[src/adc_ctrl_map.svh]
// register map, field positions and conversion timing counts of the converter control
`ifndef ADC_CTRL_MAP_SVH
`define ADC_CTRL_MAP_SVH
`define OFF_INPUT_SELECT 12'h000
`define OFF_CONTROL_A 12'h004
`define OFF_CONTROL_B 12'h008
`define OFF_RESULT_LOW 12'h00C
`define OFF_RESULT_HIGH 12'h010
`define BIT_ENABLE 7
`define BIT_START 6
`define BIT_AUTO 5
`define BIT_FLAG 4
`define BIT_LEFT_ADJUST 4
`define TEMP_SENSOR_CODE 6'h22
`define DIFF_FIRST_CODE 6'h08
`define CYC_NORMAL 5'h0D
`define CYC_FIRST 5'h19
`define CYC_AUTO 5'h0D
`define SH_NORMAL 5'h01
`define SH_FIRST 5'h0E
`define SH_AUTO 5'h02
`define SYNC_CYCLES 3
`endif

[src/adc_ctrl_pkg.sv]
// types shared by the converter control modules
package adc_ctrl_pkg;
  typedef enum logic [1:0] {ST_IDLE = 2'h1, ST_CONV = 2'h2} conv_state_e;
  typedef enum logic [1:0] {REF_SUPPLY = 2'h0, REF_EXT_PIN = 2'h1, REF_INT_1V1 = 2'h2} ref_sel_e;
endpackage

[src/adc_prescaler.sv]
// converter clock prescaler producing rising and falling edge enables
`timescale 1ns/100ps
module adc_prescaler
  import adc_ctrl_pkg::*;
#(
  parameter int DIV_BASE = 2
)
(
  input wire logic pclk,
  input wire logic presetn,
  input wire logic enable,
  input wire logic restart,
  input wire logic [2:0] div_sel,
  output logic rise_tick,
  output logic fall_tick
);
  logic [7:0] cnt_reg;
  logic [7:0] cnt_next;
  logic [8:0] div;

  always_comb
  begin
    div = 9'(DIV_BASE << div_sel);
    rise_tick = enable && !restart && ({1'b0, cnt_reg} == div - 9'h1);
    fall_tick = enable && !restart && ({1'b0, cnt_reg} == (div >> 1) - 9'h1);
    if (!enable || restart || rise_tick)
    begin
      cnt_next = 8'h00;
    end
    else
    begin
      cnt_next = cnt_reg + 8'h01;
    end
  end

  always_ff @(posedge pclk or negedge presetn)
  begin
    if (!presetn)
    begin
      cnt_reg <= 8'h00;
    end
    else
    begin
      cnt_reg <= cnt_next;
    end
  end

  property p_held_when_off;
    @(posedge pclk) disable iff (!presetn)
    !enable [*2] |-> cnt_reg == 8'h00 && !rise_tick;
  endproperty
  a_held_when_off: assert property (p_held_when_off) else $error("prescaler ran while off");
endmodule

[src/sar_adc_conversion_control.sv]
// successive approximation converter control: registers, sequencing and result locking
//
// Overview of operation
// - result is a 10-bit code, zero at ground, full scale at reference.
// - reference field picks supply, external reference pin or internal 1.1V.
// - channel field picks single-ended (no gain) or differential; low bit picks 1x/20x.
// - channel code 100010 routes the temperature sensor.
// - reference and channel selections act only while the enable bit is set.
// - prescaler runs while enabled and is held in reset while disabled.
// - result is right-aligned by default, left-aligned when left adjust is set.
// - low byte read locks both result bytes until high byte read.
// - completion flag still sets when a locked result is discarded.
// - writing start begins a conversion; bit stays one until hardware clears it.
// - channel change during conversion applies only after it finishes.
// - auto-trigger rising edge resets the prescaler and starts a conversion.
// - trigger edges during conversion are ignored; a held level does not restart.
// - flag-type trigger sources must be cleared before they trigger again.
// - completion flag as trigger converts continuously; first start by software.
// - start bit launches single conversion in auto mode, reads one while busy.
// - software start begins at the next prescaled clock rising edge.
// - normal conversion 13 converter cycles, first after enable 25.
// - sample-and-hold at 1.5 cycles normally, 14.5 on the first conversion.
// - at completion write result, set flag, clear start in single mode.
// - auto-triggered sample at 2 cycles, total 13.5, plus 3 clock synchronisation.
// - free-running mode restarts immediately after completion, start bit kept high.
// - selections track a buffer, frozen during conversion, tracking in last cycle.
//
// Added by the designer: the register addresses and the APB slave port.
`timescale 1ns/100ps
`include "adc_ctrl_map.svh"
module sar_adc_conversion_control
  import adc_ctrl_pkg::*;
#(
  parameter int PRESCALE_BASE = 2,
  parameter logic [2:0] TRIG_SELF_CODE = 3'h0,
  parameter int TRIG_WIDTH = 8
)
(
  input wire logic pclk,
  input wire logic presetn,
  input wire logic psel,
  input wire logic penable,
  input wire logic pwrite,
  input wire logic [11:0] paddr,
  input wire logic [31:0] pwdata,
  output logic [31:0] prdata,
  output logic pready,
  output logic pslverr,
  input wire logic [TRIG_WIDTH-1:0] trigger_sources,
  input wire logic [9:0] sar_code,
  output logic [1:0] reference_select,
  output logic [5:0] channel_select,
  output logic differential_mode,
  output logic gain_20x,
  output logic temp_sensor_select,
  output logic analog_enable,
  output logic sample_hold,
  output logic conversion_busy
);
  ////////////////////////////////////////////////////////////////////////////
  // register state
  logic [7:0] input_select_register_reg;
  logic [7:0] input_select_register_next;
  logic converter_enable_reg;
  logic converter_enable_next;
  logic auto_trigger_enable_reg;
  logic auto_trigger_enable_next;
  logic conversion_complete_flag_reg;
  logic conversion_complete_flag_next;
  logic [2:0] prescaler_select_reg;
  logic [2:0] prescaler_select_next;
  logic left_adjust_reg;
  logic left_adjust_next;
  logic [2:0] trigger_select_reg;
  logic [2:0] trigger_select_next;
  logic [9:0] result_reg;
  logic [9:0] result_next;
  logic lock_reg;
  logic lock_next;
  logic [31:0] prdata_reg;
  logic [31:0] prdata_next;
  logic pready_reg;
  logic pready_next;
  logic pslverr_reg;
  logic pslverr_next;
  // sequencer state
  conv_state_e state_reg;
  conv_state_e state_next;
  logic [4:0] cnt_reg;
  logic [4:0] cnt_next;
  logic first_reg;
  logic first_next;
  logic auto_reg;
  logic auto_next;
  logic pending_reg;
  logic pending_next;
  logic [7:0] active_sel_reg;
  logic [7:0] active_sel_next;
  logic trig_prev_reg;
  logic [`SYNC_CYCLES-1:0] trig_pipe_reg;
  logic [`SYNC_CYCLES-1:0] trig_pipe_next;
  logic sample_hold_reg;
  logic sample_hold_next;
  // combinational terms
  logic rise_tick;
  logic fall_tick;
  logic wr_en;
  logic rd_en;
  logic mapped;
  logic [7:0] low_byte;
  logic [7:0] high_byte;
  logic trig_level;
  logic trig_go;
  logic free_run;
  logic done;
  logic track;
  logic sh_hit;
  logic [4:0] last_cnt;

  ////////////////////////////////////////////////////////////////////////////
  // prescaled converter clock
  adc_prescaler #(
    .DIV_BASE(PRESCALE_BASE)
  ) u_prescaler (
    .pclk(pclk),
    .presetn(presetn),
    .enable(converter_enable_reg),
    .restart(trig_go),
    .div_sel(prescaler_select_reg),
    .rise_tick(rise_tick),
    .fall_tick(fall_tick)
  );

  ////////////////////////////////////////////////////////////////////////////
  // apb slave: read data captured in first access cycle, pready and write data in the second
  always_comb
  begin
    mapped = paddr == `OFF_INPUT_SELECT || paddr == `OFF_CONTROL_A || paddr == `OFF_CONTROL_B
      || paddr == `OFF_RESULT_LOW || paddr == `OFF_RESULT_HIGH;
    wr_en = psel && penable && pready_reg && pwrite && mapped;
    rd_en = psel && penable && !pready_reg && !pwrite;
    pready_next = psel && penable && !pready_reg;
    pslverr_next = psel && penable && !pready_reg && !mapped;
    if (left_adjust_reg)
    begin
      high_byte = result_reg[9:2];
      low_byte = {result_reg[1:0], 6'h00};
    end
    else
    begin
      high_byte = {6'h00, result_reg[9:8]};
      low_byte = result_reg[7:0];
    end
    prdata_next = prdata_reg;
    if (rd_en)
    begin
      case (paddr)
        `OFF_INPUT_SELECT: prdata_next = {24'h00_0000, input_select_register_reg};
        `OFF_CONTROL_A: prdata_next = {24'h00_0000, converter_enable_reg,
          state_reg == ST_CONV || pending_reg, auto_trigger_enable_reg,
          conversion_complete_flag_reg, 1'b0, prescaler_select_reg};
        `OFF_CONTROL_B: prdata_next = {24'h00_0000, 3'h0, left_adjust_reg, 1'b0,
          trigger_select_reg};
        `OFF_RESULT_LOW: prdata_next = {24'h00_0000, low_byte};
        `OFF_RESULT_HIGH: prdata_next = {24'h00_0000, high_byte};
        default: prdata_next = 32'h0000_0000;
      endcase
    end
  end

  ////////////////////////////////////////////////////////////////////////////
  // trigger edge detection and synchronisation delay
  always_comb
  begin
    free_run = auto_trigger_enable_reg && trigger_select_reg == TRIG_SELF_CODE;
    if (trigger_select_reg == TRIG_SELF_CODE)
    begin
      trig_level = conversion_complete_flag_reg;
    end
    else
    begin
      trig_level = trigger_sources[trigger_select_reg];
    end
    trig_pipe_next = {trig_pipe_reg[`SYNC_CYCLES-2:0], trig_level && !trig_prev_reg};
    trig_go = trig_pipe_reg[`SYNC_CYCLES-1] && auto_trigger_enable_reg && !free_run
      && converter_enable_reg && state_reg == ST_IDLE && !pending_reg;
  end

  ////////////////////////////////////////////////////////////////////////////
  // conversion sequencer
  always_comb
  begin
    if (first_reg)
    begin
      last_cnt = `CYC_FIRST - 5'h01;
      sh_hit = fall_tick && cnt_reg == `SH_FIRST;
      done = rise_tick && cnt_reg == last_cnt;
    end
    else if (auto_reg)
    begin
      last_cnt = `CYC_AUTO;
      sh_hit = rise_tick && cnt_reg == `SH_AUTO - 5'h01;
      done = fall_tick && cnt_reg == last_cnt;
    end
    else
    begin
      last_cnt = `CYC_NORMAL - 5'h01;
      sh_hit = fall_tick && cnt_reg == `SH_NORMAL;
      done = rise_tick && cnt_reg == last_cnt;
    end
    done = done && state_reg == ST_CONV;
    sample_hold_next = sh_hit && state_reg == ST_CONV;
    track = state_reg == ST_IDLE || cnt_reg == last_cnt;
    state_next = state_reg;
    cnt_next = cnt_reg;
    first_next = first_reg;
    auto_next = auto_reg;
    pending_next = pending_reg;
    if (state_reg == ST_CONV && (rise_tick || fall_tick) && !done)
    begin
      cnt_next = rise_tick ? cnt_reg + 5'h01 : cnt_reg;
    end
    if (wr_en && paddr == `OFF_CONTROL_A && pwdata[`BIT_START] && state_reg == ST_IDLE)
    begin
      pending_next = 1'b1;
    end
    case (state_reg)
      ST_IDLE:
      begin
        if (trig_go)
        begin
          state_next = ST_CONV;
          cnt_next = 5'h00;
          auto_next = 1'b1;
          pending_next = 1'b0;
        end
        else if (pending_reg && rise_tick)
        begin
          state_next = ST_CONV;
          cnt_next = 5'h00;
          auto_next = 1'b0;
          pending_next = 1'b0;
        end
      end
      ST_CONV:
      begin
        if (done)
        begin
          first_next = 1'b0;
          auto_next = 1'b0;
          cnt_next = 5'h00;
          state_next = free_run ? ST_CONV : ST_IDLE;
        end
      end
      default: state_next = ST_IDLE;
    endcase
    if (!converter_enable_reg)
    begin
      state_next = ST_IDLE;
      // a start written together with the enable bit is kept
      pending_next = pending_next && converter_enable_next;
      first_next = 1'b1;
      cnt_next = 5'h00;
    end
  end

  ////////////////////////////////////////////////////////////////////////////
  // software registers, flag, result and lock
  always_comb
  begin
    input_select_register_next = input_select_register_reg;
    converter_enable_next = converter_enable_reg;
    auto_trigger_enable_next = auto_trigger_enable_reg;
    prescaler_select_next = prescaler_select_reg;
    left_adjust_next = left_adjust_reg;
    trigger_select_next = trigger_select_reg;
    conversion_complete_flag_next = conversion_complete_flag_reg;
    result_next = result_reg;
    lock_next = lock_reg;
    if (wr_en && paddr == `OFF_INPUT_SELECT)
    begin
      input_select_register_next = pwdata[7:0];
    end
    if (wr_en && paddr == `OFF_CONTROL_A)
    begin
      converter_enable_next = pwdata[`BIT_ENABLE];
      auto_trigger_enable_next = pwdata[`BIT_AUTO];
      prescaler_select_next = pwdata[2:0];
      if (pwdata[`BIT_FLAG])
      begin
        conversion_complete_flag_next = 1'b0;
      end
    end
    if (wr_en && paddr == `OFF_CONTROL_B)
    begin
      left_adjust_next = pwdata[`BIT_LEFT_ADJUST];
      trigger_select_next = pwdata[2:0];
    end
    if (rd_en && paddr == `OFF_RESULT_LOW)
    begin
      lock_next = 1'b1;
    end
    if (rd_en && paddr == `OFF_RESULT_HIGH)
    begin
      lock_next = 1'b0;
    end
    if (done)
    begin
      conversion_complete_flag_next = 1'b1;
      if (!lock_reg)
      begin
        result_next = sar_code;
      end
    end
    active_sel_next = track ? input_select_register_reg : active_sel_reg;
  end

  always_ff @(posedge pclk or negedge presetn)
  begin
    if (!presetn)
    begin
      input_select_register_reg <= 8'h00;
      converter_enable_reg <= 1'b0;
      auto_trigger_enable_reg <= 1'b0;
      conversion_complete_flag_reg <= 1'b0;
      prescaler_select_reg <= 3'h0;
      left_adjust_reg <= 1'b0;
      trigger_select_reg <= 3'h0;
      result_reg <= 10'h000;
      lock_reg <= 1'b0;
      prdata_reg <= 32'h0000_0000;
      pready_reg <= 1'b0;
      pslverr_reg <= 1'b0;
      state_reg <= ST_IDLE;
      cnt_reg <= 5'h00;
      first_reg <= 1'b1;
      auto_reg <= 1'b0;
      pending_reg <= 1'b0;
      active_sel_reg <= 8'h00;
      trig_prev_reg <= 1'b0;
      trig_pipe_reg <= '0;
      sample_hold_reg <= 1'b0;
    end
    else
    begin
      input_select_register_reg <= input_select_register_next;
      converter_enable_reg <= converter_enable_next;
      auto_trigger_enable_reg <= auto_trigger_enable_next;
      conversion_complete_flag_reg <= conversion_complete_flag_next;
      prescaler_select_reg <= prescaler_select_next;
      left_adjust_reg <= left_adjust_next;
      trigger_select_reg <= trigger_select_next;
      result_reg <= result_next;
      lock_reg <= lock_next;
      prdata_reg <= prdata_next;
      pready_reg <= pready_next;
      pslverr_reg <= pslverr_next;
      state_reg <= state_next;
      cnt_reg <= cnt_next;
      first_reg <= first_next;
      auto_reg <= auto_next;
      pending_reg <= pending_next;
      active_sel_reg <= active_sel_next;
      trig_prev_reg <= trig_level;
      trig_pipe_reg <= trig_pipe_next;
      sample_hold_reg <= sample_hold_next;
    end
  end

  ////////////////////////////////////////////////////////////////////////////
  // outputs to the analog front end, selections and modes gated by the enable bit
  always_comb
  begin
    prdata = prdata_reg;
    pready = pready_reg;
    pslverr = pslverr_reg;
    analog_enable = converter_enable_reg;
    reference_select = converter_enable_reg ? active_sel_reg[7:6] : 2'h0;
    channel_select = converter_enable_reg ? active_sel_reg[5:0] : 6'h00;
    temp_sensor_select = converter_enable_reg && active_sel_reg[5:0] == `TEMP_SENSOR_CODE;
    differential_mode = converter_enable_reg && !temp_sensor_select
      && active_sel_reg[5:0] >= `DIFF_FIRST_CODE;
    gain_20x = differential_mode && active_sel_reg[0];
    sample_hold = sample_hold_reg;
    conversion_busy = state_reg == ST_CONV;
  end

  ////////////////////////////////////////////////////////////////////////////
  // checks
  property p_locked_result;
    @(posedge pclk) disable iff (!presetn)
    lock_reg && done |=> $stable(result_reg);
  endproperty
  a_locked_result: assert property (p_locked_result) else $error("locked result changed");

  property p_flag_on_done;
    @(posedge pclk) disable iff (!presetn)
    done |=> conversion_complete_flag_reg;
  endproperty
  a_flag_on_done: assert property (p_flag_on_done) else $error("flag not set at completion");

  property p_single_ends;
    @(posedge pclk) disable iff (!presetn)
    done && !free_run && !trig_go |=> state_reg == ST_IDLE;
  endproperty
  a_single_ends: assert property (p_single_ends) else $error("single conversion kept running");

  property p_free_run;
    @(posedge pclk) disable iff (!presetn)
    done && free_run && converter_enable_reg |=> state_reg == ST_CONV && cnt_reg == 5'h00;
  endproperty
  a_free_run: assert property (p_free_run) else $error("free running did not restart");

  property p_trig_ignored;
    @(posedge pclk) disable iff (!presetn)
    state_reg == ST_CONV |-> !trig_go;
  endproperty
  a_trig_ignored: assert property (p_trig_ignored) else $error("trigger taken while busy");

  property p_start_on_edge;
    @(posedge pclk) disable iff (!presetn)
    state_reg == ST_IDLE && pending_reg && converter_enable_reg && !rise_tick && !trig_go
      |=> state_reg == ST_IDLE;
  endproperty
  a_start_on_edge: assert property (p_start_on_edge) else $error("started off clock edge");

  property p_frozen_select;
    @(posedge pclk) disable iff (!presetn)
    state_reg == ST_CONV && !track |=> $stable(active_sel_reg);
  endproperty
  a_frozen_select: assert property (p_frozen_select) else $error("selection moved mid conversion");

  property p_normal_length;
    @(posedge pclk) disable iff (!presetn)
    done && !first_reg && !auto_reg |-> cnt_reg == 5'h0C;
  endproperty
  a_normal_length: assert property (p_normal_length) else $error("normal length wrong");

  property p_gated_off;
    @(posedge pclk) disable iff (!presetn)
    !converter_enable_reg |-> channel_select == 6'h00 && !gain_20x ##1 state_reg == ST_IDLE;
  endproperty
  a_gated_off: assert property (p_gated_off) else $error("selection active while disabled");
endmodule

[config.mk]
export PLATFORM = sky130hd
export DESIGN_NAME = sar_adc_conversion_control
export DESIGN_NICKNAME = d
export VERILOG_FILES = /design/src/adc_ctrl_pkg.sv /design/src/adc_prescaler.sv /design/src/sar_adc_conversion_control.sv
export VERILOG_INCLUDE_DIRS = /design/src
export SDC_FILE = /design/constraint.sdc
export NUM_CORES = 1
export LEC_CHECK = 0
export BUFFER_PORTS_ARGS = -buffer_cell sky130_fd_sc_hd__buf_4
export CAP_MARGIN = 30
export CORE_MARGIN = 5
export CORE_UTILIZATION = 48
export CTS_CLUSTER_SIZE = 14
export DETAILED_ROUTE_END_ITERATION = 12
export GPL_TIMING_DRIVEN = 0
export PLACE_DENSITY = 0.77
export SLEW_MARGIN = 40
export SYNTH_ARGS = -nofsm -noshare
export SYNTH_HDL_FRONTEND = slang
export SYNTH_HIERARCHICAL = 1
export SYNTH_SLANG_ARGS = --single-unit
[constraint.sdc]
create_clock -name pclk -period 3.98 [get_ports pclk]
set_input_delay 0.796 -clock pclk [delete_from_list [all_inputs] [get_ports pclk]]
set_output_delay 0.796 -clock pclk [all_outputs]
set_load 0.01 [all_outputs]
==> results by stage, run 1 <==
Die:
- The floorplan has 34 rows.
- In this run the count of I/O pins placed on the die edge is about 120.
- In this run the vertical extent of the chip is 103.8 um.
- The total core area is 0.008636 mm2.
- The initial utilization of the core area, before any placement, comes to 0.4894.
- The die covers ~0.011 mm2.
- The floorplan step set the die width to 103.8 um.

Power:
- The switching power of the nets is 0.5312 mW.
- Of the total power, registers draw 0.461.
- For this design the static power due to leakage is 2.386 nW.
- The share of total power dissipated in the clock network is 0.288.
- Of the total power, the share spent switching nets is 0.3131.
- The cell-internal power is about 1.2 mW.
- The share of total power dissipated in combinational logic is 0.251.
- The maximum vdd drop is 0.1959 mV.
- For this design the ratio of total power to cell area is 328.4 mW/mm2.

GRT:
- The initial antenna violation count came to 0.
- The overflow left after global routing is 0.
- The first global-routing pass estimated 16,810 um of wire.
- Entering global routing, the biggest net connects roughly 70 pins.
- For this run, the total global-route usage over all layers was measured as 0.1862.
- The via count of the first global-routing pass is 3,434.

Critical path:
- The reg-to-reg critical path endpoint is result_reg[6].
- STA classifies the critical path endpoint as a flip-flop.
- Of all nets on the critical path, the largest fanout is 10.
- STA puts the critical path data arrival time at 4.00 ns.
- The worst reg-to-reg setup slack is around 0.21 ns.
- For the worst setup path, the data required time is 4.21 ns.
- The kind of critical path is reg2reg.
- The length in cells of the worst reg-to-reg path is 14.
- The startpoint identified for the worst register-to-register timing path is prescaler_select_reg[2].
- The worst setup path startpoint is prescaler_select_reg[2].
- The worst setup path is launched from a flip-flop.

Logic synthesis:
- The leading register cell type out of synthesis is sky130_fd_sc_hd__dfrtp_1.
- Of the synthesized area, sequential elements account for 0.4150.
- The synthesized netlist contains 70 unique library cells.
- The synthesized design contains 0 enable-type register cells.
- Synthesis inferred 70 register bits.
- The count of mapped cells out of synthesis is 411.
- The cell area that synthesis handed to floorplanning was roughly 0.0042 mm2.
- A synthesized cell averages just over 10 um2.
- The count of synthesis-stage warnings from yosys is 6.
- For this run, asynchronously set or reset flops after synthesis account for 1.000.

Place:
- Timing analysis after detailed placement gives a worst setup slack of -0.6548 ns.
- The wire-length estimate of the detail-placed layout is 7535 um.
- The global placement routability congestion is 0.8745.
- Port buffering added 64 buffers.

Min path:
- The class of the worst hold path is reg2reg.
- The path with the worst hold slack has its endpoint at trig_pipe_reg[2].
- The cell depth of the worst min-delay path is 0.
- The hold path startpoint is trig_pipe_reg[1].

Drt:
- The post-detailed-route count of antenna-violating nets is 0.
- After detailed routing, the number of remaining DRC violations is 0.
- For this block, the routed nets add up to 9912 um of wire.
- After detailed routing, the number of vias per cell comes to 5.502.
- The pre-antenna-repair detailed-routing pass consisted of 4 iterations.
- The detailed-route wire length per cell is 15.91 um.
- The DRC violation total after the first TritonRoute iteration is about 160.
- The count of vias placed by the detailed router is 3,428.

Timing:
- The final count of hold timing violations was 0.
- Dividing the final minimum period by the clock period gives 0.9467.
- Based on the critical path, the design can be clocked at up to 265.4 MHz.
- Once routing completed, OpenROAD measured the worst setup slack at 0.2123 ns.
- For the final database, setup skew stands at roughly 0.01 ns.
- The tightest hold path in the finished design has a slack of between 0.3 and 0.4 ns.
- Setup violations remaining at the end of the flow were counted as 0.
- The worst max-slew margin expressed relative to the limit is 0.5880.
- The time the worst path needs with I/O delays and setup is 3.768 ns.
- Setup repair after global routing left no endpoint under its margin.
- For the pin with the worst max-slew slack, the measured transition is 0.6180 ns.
- The max-slew violation total from the final report is 0.
- Setup total negative slack on the finished layout was measured at 0 ns.

CTS:
- The quantity of hold-fixing buffers added after cts is 0.
- In this run the number of H-tree levels came out at 3.
- The CTS tree is built.
- The latest clock arrival within the worst-skew pair is 0.34 ns.
- Clock-pin slew was measured on the worst setup and hold paths at 0.08 ns.
- The number of clock buffers added by TritonCTS is 9.
- The sink count of the clock tree is 70.
- In this run the deepest clock path goes through 2 buffers.
- The root buffer cell chosen for the clock tree is sky130_fd_sc_hd__clkbuf_8.

Cells and area:
- In the final layout, the share of cells above drive strength 1 is 0.3320.
- The area overhead of the layout relative to synthesis is 22.20%.
- The register with the most flip-flops in the layout has 10 of them.
- The net count of the finished layout is 585.
- The antenna diode count is 0.

Run status:
- The run finished with clean final reports.

Run:
- The reported max-cap violation count is 0.
==> what timing repair did <==
item,CTS,global route
setup buffers,1,0
gates resized for setup,4,14
setup endpoints to repair,20,18
pin swaps,1,0
==> area by class of cell <==
class / count / area (um2)
Tap cell: 108 / 135.1
Clock inverter: 4 / 26.28
Clock buffer: 12 / 135.1
Inverter: 11 / 41.29
Sequential cell: 70 / 1757
Fill cell: 747 / 3471
Buffer: 41 / 267.8
Timing Repair Buffer: 65 / 491.7
Multi-Input combinational cell: 312 / 2311
==> power by group through the flow <==
stage | sequential, mW | combinational (mW) | clock [mW]
2_1_floorplan | 0.790 | 0.267 | 0
3_3_place_gp | 0.793 | 0.384 | 0
3_5_place_dp | 0.795 | 0.396 | 0
4_1_cts | 0.781 | 0.410 | 0.503
5_1_grt | 0.785 | 0.475 | 0.536
6_report | 0.782 | 0.425 | 0.489
==> layer usage <==
layer / wire length, um / vias to the layer above / GRT usage
met2: 4878 / 118 / 0.3046
met5: 0 / - / 0
met3: 710 / 21 / 0.04851
met4: 233 / 0 / 0.07771
met1: 4089 / 1642 / 0.2333
li1: - / 1647 / -
==> per-stage QoR <==
| stage | cells | instance area [um2] | power [mW] | util |
|---|---|---|---|---|
| floorplan | 434 | 4313 | 1.057 | - |
| global placement | 606 | 4928 | 1.177 | 0.5707 |
| detailed placement | 606 | 4937 | 1.191 | 0.5717 |
| CTS | 623 | 5121 | 1.695 | 0.5930 |
| global route | 623 | 5165 | 1.797 | 0.5981 |
| finish | 623 | 5165 | 1.696 | 0.5981 |
==> cell families (layout without fill, tap and decap cells) <==
family,after synthesis,count (layout),share of synthesized area
AO/OA/AOI/OAI,80,80,0.1359
AND/OR/NAND/NOR,135,135,0.1874
multiplexers,45,45,0.1243
XOR/XNOR,20,20,0.04144
buffers and inverters,52,133,0.07134
other,1,24,0.0008872
adder cells (fa/ha/maj),8,8,0.02368
flip-flops,70,70,0.4150
==> critical path: stages (launching register included) <==
cell and delay [ns]:
sky130_fd_sc_hd__dfrtp_2 0.47, sky130_fd_sc_hd__clkbuf_4 0.20, sky130_fd_sc_hd__or3_4 0.40, sky130_fd_sc_hd__ha_1 0.20, sky130_fd_sc_hd__buf_4 0.17, sky130_fd_sc_hd__or4b_1 0.51, sky130_fd_sc_hd__a31oi_2 0.22, sky130_fd_sc_hd__o22ai_2 0.16
sky130_fd_sc_hd__nor3_4 0.21, sky130_fd_sc_hd__nand2_1 0.11, sky130_fd_sc_hd__mux2i_4 0.22, sky130_fd_sc_hd__and2_4 0.22, sky130_fd_sc_hd__nand3b_1 0.08, sky130_fd_sc_hd__buf_4 0.21, sky130_fd_sc_hd__mux2_2 0.28
==> cell usage in the layout (no fill, tap or decap), types with 3 or more instances in the layout <==
cell type and instances:
sky130_fd_sc_hd__a21oi_1 9, sky130_fd_sc_hd__and2_1 11, sky130_fd_sc_hd__mux2i_1 8, sky130_fd_sc_hd__a32oi_1 4, sky130_fd_sc_hd__a22oi_1 3, sky130_fd_sc_hd__or3_1 3
sky130_fd_sc_hd__a211oi_1 3, sky130_fd_sc_hd__and3_1 4, sky130_fd_sc_hd__xnor2_1 10, sky130_fd_sc_hd__ha_1 8, sky130_fd_sc_hd__nand3_1 11, sky130_fd_sc_hd__dfrtp_1 66
sky130_fd_sc_hd__clkbuf_1 13, sky130_fd_sc_hd__a31oi_1 3, sky130_fd_sc_hd__o221ai_1 3, sky130_fd_sc_hd__o22ai_1 3, sky130_fd_sc_hd__mux2_2 34, sky130_fd_sc_hd__nor2b_1 9
sky130_fd_sc_hd__nor3_1 6, sky130_fd_sc_hd__conb_1 24, sky130_fd_sc_hd__nor4b_1 4, sky130_fd_sc_hd__xor2_1 10, sky130_fd_sc_hd__clkbuf_8 9, sky130_fd_sc_hd__inv_1 11
sky130_fd_sc_hd__nor4_1 3, sky130_fd_sc_hd__nand4_1 3, sky130_fd_sc_hd__o21ai_0 20, sky130_fd_sc_hd__nor2_1 22, sky130_fd_sc_hd__nand2b_1 5, sky130_fd_sc_hd__buf_4 90
sky130_fd_sc_hd__nand2_1 29
==> how the worst max path moves through the flow <==
stage                          to  slack (ns)  depth (start not counted)
finish              result_reg[6]        0.21                         14
CTS                 result_reg[8]       0.006                         14
detailed placement  result_reg[6]       -0.65                         15
global placement    result_reg[5]       -0.60                         15
global route        result_reg[2]       0.004                         14
floorplan           result_reg[0]        0.06                         15
==> synth_stat cells, drive strengths merged (9+ instances only) <==
cell	count	area share
xor2	10	0.021
nor3	10	0.016
a21oi	10	0.012
mux2i	9	0.021
and2	12	0.018
inv	11	0.0098
nor2	22	0.020
dfrtp	68	0.40
nand3	11	0.013
clkbuf	10	0.0089
mux2	34	0.091
nand2	29	0.026
buf	31	0.053
o21ai	22	0.026
nor2b	9	0.013
xnor2	10	0.021
(Power assumes the default switching activity.)
==> inputs of run 2 (changes only) <==
--- a/config.mk
+++ b/config.mk
@@ -8,12 +8,13 @@
 export LEC_CHECK = 0
 export BUFFER_PORTS_ARGS = -buffer_cell sky130_fd_sc_hd__buf_4
 export CAP_MARGIN = 30
-export CORE_MARGIN = 5
-export CORE_UTILIZATION = 48
+export CORE_MARGIN = 2
+export CORE_UTILIZATION = 49
+export CTS_BUF_LIST = sky130_fd_sc_hd__clkbuf_8
 export CTS_CLUSTER_SIZE = 14
 export DETAILED_ROUTE_END_ITERATION = 12
 export GPL_TIMING_DRIVEN = 0
-export PLACE_DENSITY = 0.77
+export PLACE_DENSITY = 0.78
 export SLEW_MARGIN = 40
 export SYNTH_ARGS = -nofsm -noshare
 export SYNTH_HDL_FRONTEND = slang
==> run 2 against run 1 <==
Effect of this change: combinational power grew 2%; largest power group unchanged; critical endpoint is now cnt_reg[1]; highest routed layer unchanged; utilization grew 3.0 points; global-route usage grew 3.1 points; via count grew 1.3%.
==> results by stage, run 2 (synthesis results as in run 1) <==
Cells and area:
- The top cell types in the final layout, fill and taps aside, are sky130_fd_sc_hd__buf_4, sky130_fd_sc_hd__dfrtp_1, sky130_fd_sc_hd__mux2_2, sky130_fd_sc_hd__nand2_1, sky130_fd_sc_hd__conb_1.
- 0 antenna diodes ended up in the layout.
- Leaving out fill and tap cells, the most frequent cell in the layout is sky130_fd_sc_hd__buf_4.
- The sequential cells in the finished layout cover a total of 0.001757 mm2.
- Counting the fill cells in the layout gives ~680.
- The area overhead of the layout relative to synthesis is 23.30%.
- The multi-input combinational cells in the finished layout cover a total of 0.002318 mm2.
- The number of flip-flops in the largest register is 10.
- The net count of the finished layout is 587.
- In the final layout, the share of cells above drive strength 1 is 0.3404.
- For this run, the number of standard cells in the final layout without fillers is slightly above 600.

Min path:
- The startpoint identified for the worst hold timing path is trig_pipe_reg[0].
- In this run the worst hold path is classified as reg2reg.

Critical path:
- The kind of critical path is reg2reg.
- The largest delay contributor family on the critical path is simple AND/OR/NAND/NOR gates.
- STA classifies the critical path endpoint as a flip-flop.
- The sum of buffers and inverters on the critical path is 2.
- The critical path arrival is 4.17 ns.
- The worst setup path startpoint is prescaler_select_reg[2].
- The worst stage delay on the critical path is about 0.55 ns.
- Among all stages on the critical path, the largest delay is contributed by sky130_fd_sc_hd__a21oi_1.
- The worst setup path is launched from a flip-flop.
- The largest fanout on the critical path is 10.
- The most common cell type on the critical path is sky130_fd_sc_hd__a21oi_1.
- At the worst endpoint, the required time is 4.25 ns.
- Traced cell by cell, the critical path runs through clkbuf_4 -> or3_4 -> ha_1 -> buf_4 -> or4b_1 -> and4_1 -> o22ai_2 -> nor3_4 -> nand2_1 -> mux2i_4 -> a21oi_1 -> o21ai_1 -> a21oi_1.
- The reg-to-reg critical path startpoint is prescaler_select_reg[2].

Drt:
- The post-detailed-route count of antenna-violating nets is 0.
- The detailed-route wire length per cell is around 16 um.
- After detailed routing, the number of remaining DRC violations is 0.
- The wire length after detailed routing is 9952 um.
- The detailed router finished its first iteration with 194 violations.
- For this run, the detailed router's first-pass iteration total came to 4.
- For this block, the via count after detailed routing is 3,473.
- Using the TritonRoute via totals, the vias-per-cell ratio works out to 5.584.

Power:
- Total power for the finished layout comes to between 1.5 and 2 mW.
- IR analysis of the VDD net gives a maximum drop of around 0.16 mV.
- The power density of the placed cells is around 340 mW/mm2.
- The leakage power is 2.420 nW.

CTS:
- The sink count of the clock tree is 70.
- After clock tree synthesis, the clock-pin slew on the worst setup and hold paths is 0.08 ns.
- The clock tree synthesis step divided the H-tree into 3 levels.
- The CTS tree is built.
- Counting along the longest clock path gives a buffer depth of 2.
- In this run, post-CTS hold repair placed 0 buffers.
- The root buffer cell chosen for the clock tree is sky130_fd_sc_hd__clkbuf_8.
- The latest clock arrival within the worst-skew pair is 0.35 ns.
- The number of clock buffers inserted by TritonCTS is 9.

Place:
- Buffers placed on the I/O ports in this run total 64.
- Summed over all nets, the half-perimeter wirelength after detailed placement is ~7300 um.
- At the end of routability-driven placement, the weighted congestion stood at 0.8955.
- The number of placed instances with taps included is between 600 and 700.

Timing:
- Setup violations remaining at the end of the flow were counted as 0.
- The worst max-slew margin expressed relative to the limit is 0.5690.
- The max-slew violation total from the final report is 0.
- The routed design could run at a clock period as short as 3.896 ns.
- The final setup skew is just over 0.01 ns.
- The transition time of the tightest slew-check pin is between 0.6 and 0.7 ns.
- Based on the critical path, the design can be clocked at up to 256.7 MHz.
- The final count of hold timing violations is 0.
- In the finished design, the share of the clock period the worst path needs comes to 0.9788.
- In the final timing run, aggregate negative setup slack is 0 ns.

Die:
- The total core area is 0.008299 mm2.
- Measured along the y axis, the die boundary spans around 97 um.
- The initial standard-cell utilization of the core is 0.5093.
- The count of boundary I/O pins is 115.
- The floorplan die width is 96.88 um.
- Row generation in the floorplan step produced 33 rows.
- The floorplan die area is 0.009385 mm2.

GRT:
- The via count of the first global-routing pass is approximately 3,500.
- The first global-routing pass estimated 16,790 um of wire.
- The initial antenna violation count was 0.
- Summed over all layers, the global routing overflow is 0.
- The global router's overall resource usage is 0.2177.
- Entering global routing, the biggest net connects roughly 70 pins.

Run status:
- The run finished with clean final reports.

Run:
- Max-cap violations in this run came to 0.
[run 2: cell types whose count changed in the layout (fill, tap and decap cells not counted), sizes merged]
cell,before,now
clkbuf,24,21
buf,94,96
inv,11,13
bufinv,0,1
[run 2: layout make-up]
cell class | instances | share of cell area
multi-input combinational | 312 | 0.4449
sequential | 70 | 0.3371
timing repair buffer | 67 | 0.09724
buffer | 41 | 0.05138
tap | 105 | 0.02521
clock buffer | 9 | 0.02377
clock inverter | 7 | 0.01248
inverter | 11 | 0.007923
[run 2: worst register-to-register path, stage by stage (launching register included)]
cell                       delay, ns
sky130_fd_sc_hd__dfrtp_2        0.47
sky130_fd_sc_hd__clkbuf_4       0.21
sky130_fd_sc_hd__or3_4          0.41
sky130_fd_sc_hd__ha_1           0.21
sky130_fd_sc_hd__buf_4          0.17
sky130_fd_sc_hd__or4b_1         0.50
sky130_fd_sc_hd__and4_1         0.24
sky130_fd_sc_hd__o22ai_2        0.31
sky130_fd_sc_hd__nor3_4         0.08
sky130_fd_sc_hd__nand2_1        0.13
sky130_fd_sc_hd__mux2i_4        0.11
sky130_fd_sc_hd__a21oi_1        0.55
sky130_fd_sc_hd__o21ai_1        0.27
sky130_fd_sc_hd__a21oi_1        0.17
[run 2: timing repair]
| item | 4_1_cts | 5_1_grt |
|---|---|---|
| setup endpoints to repair | 21 | 18 |
| pin swaps | 1 | 2 |
| resized for setup | 8 | 12 |
| setup buffers | 1 | 2 |
[run 2: where the power goes]
part / switching, mW / leakage [nW] / internal [mW] / total, mW
Clock: 0.278 / 0.101 / 0.286 / 0.563
Combinational: 0.240 / 1.40 / 0.194 / 0.433
Sequential: 0.0336 / 0.918 / 0.749 / 0.782
Total: 0.551 / 2.42 / 1.23 / 1.78
[run 2: stage by stage]
stage	setup slack (ns)	utilization	hold slack (ns)	area, um2
floorplan	0.05714	-	0.3312	4313
global placement	-0.6618	0.5934	0.3368	4925
detailed placement	-0.7312	0.5945	0.3347	4933
CTS	0.001301	0.6217	0.3597	5160
global route	-0.04479	0.6279	0.3784	5211
finish	0.08438	0.6279	0.3588	5211
[run 2: per-layer routing]
metal | GRT usage | up-vias | share of wire
met5 | 0 | - | 0
met4 | 0.06392 | 0 | 0.022
met3 | 0.05780 | 23 | 0.060
met2 | 0.3670 | 139 | 0.50
met1 | 0.2753 | 1653 | 0.42
li1 | - | 1658 | -
[run 2: path summary, 6_finish.rpt]
kind,to,slack (ns),cells past startpoint
worst max register to register,cnt_reg[1],0.08,13
worst min-delay path,trig_pipe_reg[1],0.36,0
worst min register to register,trig_pipe_reg[1],0.36,0
worst max-delay path,cnt_reg[1],0.08,13
min in group asynchronous,u_prescaler/cnt_reg[1],0.42,1
max in group asynchronous,prescaler_select_reg[2],3.05,1
==> inputs of run 3 (changes only) <==
--- a/config.mk
+++ b/config.mk
@@ -6,15 +6,15 @@
 export SDC_FILE = /design/constraint.sdc
 export NUM_CORES = 1
 export LEC_CHECK = 0
-export BUFFER_PORTS_ARGS = -buffer_cell sky130_fd_sc_hd__buf_4
 export CAP_MARGIN = 30
 export CORE_MARGIN = 2
-export CORE_UTILIZATION = 49
+export CORE_UTILIZATION = 50
 export CTS_BUF_LIST = sky130_fd_sc_hd__clkbuf_8
 export CTS_CLUSTER_SIZE = 14
 export DETAILED_ROUTE_END_ITERATION = 12
+export DONT_BUFFER_PORTS = 1
 export GPL_TIMING_DRIVEN = 0
-export PLACE_DENSITY = 0.78
+export PLACE_DENSITY = 0.68
 export SLEW_MARGIN = 40
 export SYNTH_ARGS = -nofsm -noshare
 export SYNTH_HDL_FRONTEND = slang
==> constraint.sdc (replaced) <==
create_clock -name pclk -period 3.98 [get_ports pclk]
set_input_delay 0.796 -clock pclk [delete_from_list [all_inputs] [get_ports pclk]]
set_output_delay 0.796 -clock pclk [all_outputs]
set_load 0.02 [all_outputs]
==> run 3 against run 2 <==
Effect of this change: routed wire length decreased by 3.9%; setup slack got worse by 0.083 ns; clock skew up 0.0019 ns; critical endpoint is now result_reg[9]; die area decreased by 1.9%; critical path depth increased by 1.
==> results by stage, run 3 (synthesis results as in run 1) <==
CTS:
- The number of buffers on the longest clock path is 2.
- After clock tree synthesis, the clock-pin slew on the worst setup and hold paths is 0.07 ns.
- The H-tree was split into 3 levels.
- The sink count of the clock tree is 70.
- The later pin in the worst-skew pair is clocked with a latency of between 0.3 and 0.4 ns.
- TritonCTS built the clock tree.
- The number of clock buffers inserted by TritonCTS is 9.
- In this run, post-CTS hold repair placed 0 buffers.
- The tree is rooted in a sky130_fd_sc_hd__clkbuf_8.

Drt:
- The remaining design rule violation count is 0.
- The detail route stage leaves a number of antenna-violating nets equal to 0.
- The number of vias per cell after detailed routing is between 5 and 6.
- The count of vias placed by the detailed router is 3,171.
- The detailed-route wire length per cell is 17.13 um.
- In this run, the number of DRC markers left after iteration 0 of detailed routing was 166.
- The first TritonRoute pass finished after 4 iterations.
- After detailed routing, the total wire length is 9561 um.

Critical path:
- The kind of critical path is reg2reg.
- The sort of element at the start of the critical path is a flip-flop.
- Among all stages on the critical path, the largest delay is contributed by sky130_fd_sc_hd__or4b_1.
- For flop-to-flop paths, the worst setup slack is 0.001 ns.
- The largest delay contributor family on the critical path is simple AND/OR/NAND/NOR gates.
- In this design, the stage delay of the slowest critical-path cell is 0.50 ns.
- The number of buffers and inverters on the critical path is 3.
- The critical path goes through buf_2 -> or3_4 -> ha_1 -> buf_4 -> or4b_1 -> a31oi_1 -> o22ai_2 -> nor3_4 -> nand2_1 -> mux2i_4 -> and2_4 -> nand3b_1 -> clkbuf_4 -> mux2_2.
- The critical path arrival is 4.21 ns.
- The required time of the critical path is 4.21 ns.
- The largest fanout on the critical path is 10.
- STA classifies the critical path endpoint as a flip-flop.

Cells and area:
- The library cell used most frequently in the layout, excluding fill and tap cells, is sky130_fd_sc_hd__dfrtp_1.
- For this run, the share of the core covered by cells in the final layout is 0.5794.
- The filler cells instantiated in the layout total 713.
- 0 antenna diodes ended up in the layout.
- The register with the most flip-flops in the layout has 10 of them.
- The library cells used most frequently in the layout, excluding fill and tap cells, are sky130_fd_sc_hd__dfrtp_1, sky130_fd_sc_hd__mux2_2, sky130_fd_sc_hd__nand2_1, sky130_fd_sc_hd__buf_4, sky130_fd_sc_hd__conb_1.
- Of the cells placed in the final design, the portion with a size suffix greater than 1 is 0.2406.
- In the final design database the tool counted 523 nets.
- Compared with the post-synthesis result, the final layout area differs by 12.64%.
- The count of non-filler cells in the finished layout is 558.

Power:
- The share of total power dissipated in sequential elements is 0.426.
- The switching power of the nets is ~0.54 mW.
- Of the total power, the share spent switching nets is 0.2877.
- The fraction of power consumed by combinational cells is 0.213.
- The share of power burned in the clock network is 0.361.
- The leakage power is around 2.1 nW.
- The power density of the placed cells is 391.7 mW/mm2.
- Cell internal power was estimated by the tool at 1.328 mW.
- Across the VDD grid, the largest voltage drop is 0.1785 mV.

GRT:
- For this run, the total global-route usage over all layers was measured as 0.2162.
- Entering global routing, the biggest net connects just over 70 pins.
- The first global-routing pass estimated 15,080 um of wire.
- The initial antenna violation count is 0.
- The total overflow left after global routing is 0.
- The via count of the first global-routing pass is 3,010.

Timing:
- Clock skew on the completed layout was measured at 0.01223 ns.
- The final count of hold timing violations was 0.
- In this run the tightest slew margin relative to its limit is 0.5914.
- The highest attainable clock frequency is ~250 MHz.
- The worst setup slack after layout is 0.001287 ns.
- For the finished layout, the period the worst path requires is slightly below 4 ns.
- The transition time of the tightest slew-check pin is 0.6095 ns.
- The setup TNS after final layout is 0 ns.
- Dividing the final minimum period by the clock period gives 0.9997.
- The max-slew violation total from the final report came to 0.
- The final setup violation count is 0.
- The worst hold slack is 0.1439 ns.

Run status:
- The flow ran to the end, and the final reports show no timing, DRC or antenna violations.

Die:
- The initial standard-cell utilization of the core is 0.5144.
- The core region is 0.008217 mm2.
- The floorplan die area is approximately 0.0092 mm2.
- The count of boundary I/O pins is 115.
- The die is between 90 and 100 um tall.
- The floorplan die width is around 96 um.
- The floorplan has 33 rows.

Run:
- Max-cap violations in this run came to 0.

Place:
- The post-detailed-placement half-perimeter wirelength is about 6800 um.
- At the end of routability-driven placement, the weighted congestion stood at 0.8813.
- Before CTS, the worst setup slack after placement is -0.4937 ns.
- The number of placed instances with taps included is 539.
- The number of port buffers is 0.

Min path:
- The class of the worst hold path is in2async.
run 3: path summary, 6_finish.rpt:
kind                                         start                endpoint  depth (start not counted)
setup / recovery           prescaler_select_reg[2]           result_reg[9]                         14
hold / removal                             presetn  u_prescaler/cnt_reg[7]                          0
setup reg to reg           prescaler_select_reg[2]           result_reg[9]                         14
hold reg to reg                   trig_pipe_reg[1]        trig_pipe_reg[2]                          0
max in group asynchronous                  presetn               first_reg                          0
min in group pclk                 trig_pipe_reg[1]        trig_pipe_reg[2]                          0
run 3: metrics by stage:
stage	power (mW)	cell area (um2)
floorplan	1.077	4313
global placement	1.141	4444
detailed placement	1.143	4461
CTS	1.833	4710
global route	1.949	4761
finish	1.865	4761
run 3: cell type report:
class | count | area (um2) | area share
clock inverter | 7 | 106.4 | 0.02234
clock buffer | 9 | 123.9 | 0.02602
inverter | 11 | 41.29 | 0.008673
multi-input combinational | 312 | 2315 | 0.4862
timing repair buffer | 3 | 22.52 | 0.004731
buffer | 41 | 265.3 | 0.05572
tap | 105 | 131.4 | 0.02760
sequential | 70 | 1755 | 0.3687
run 3: repair_timing:
| item | in CTS | in global routing |
|---|---|---|
| setup endpoints to repair | 20 | 18 |
| setup buffers | 1 | 2 |
| pin swaps | 1 | 0 |
| resized for setup | 4 | 9 |
run 3: routing by layer:
| metal | GRT usage | part of all wire |
|---|---|---|
| met1 | 0.2864 | 0.44 |
| met3 | 0.04855 | 0.065 |
| met4 | 0.08690 | 0.014 |
| met2 | 0.3444 | 0.48 |
| met5 | 0 | 0 |
run 3: power by group through the flow:
stage          sequential [mW]  combinational (mW)  clock [mW]
6_report                 0.794               0.396       0.674
5_1_grt                  0.800               0.435       0.715
4_1_cts                  0.794               0.352       0.687
3_5_place_dp             0.808               0.335           0
3_3_place_gp             0.807               0.334           0
2_1_floorplan            0.797               0.279           0
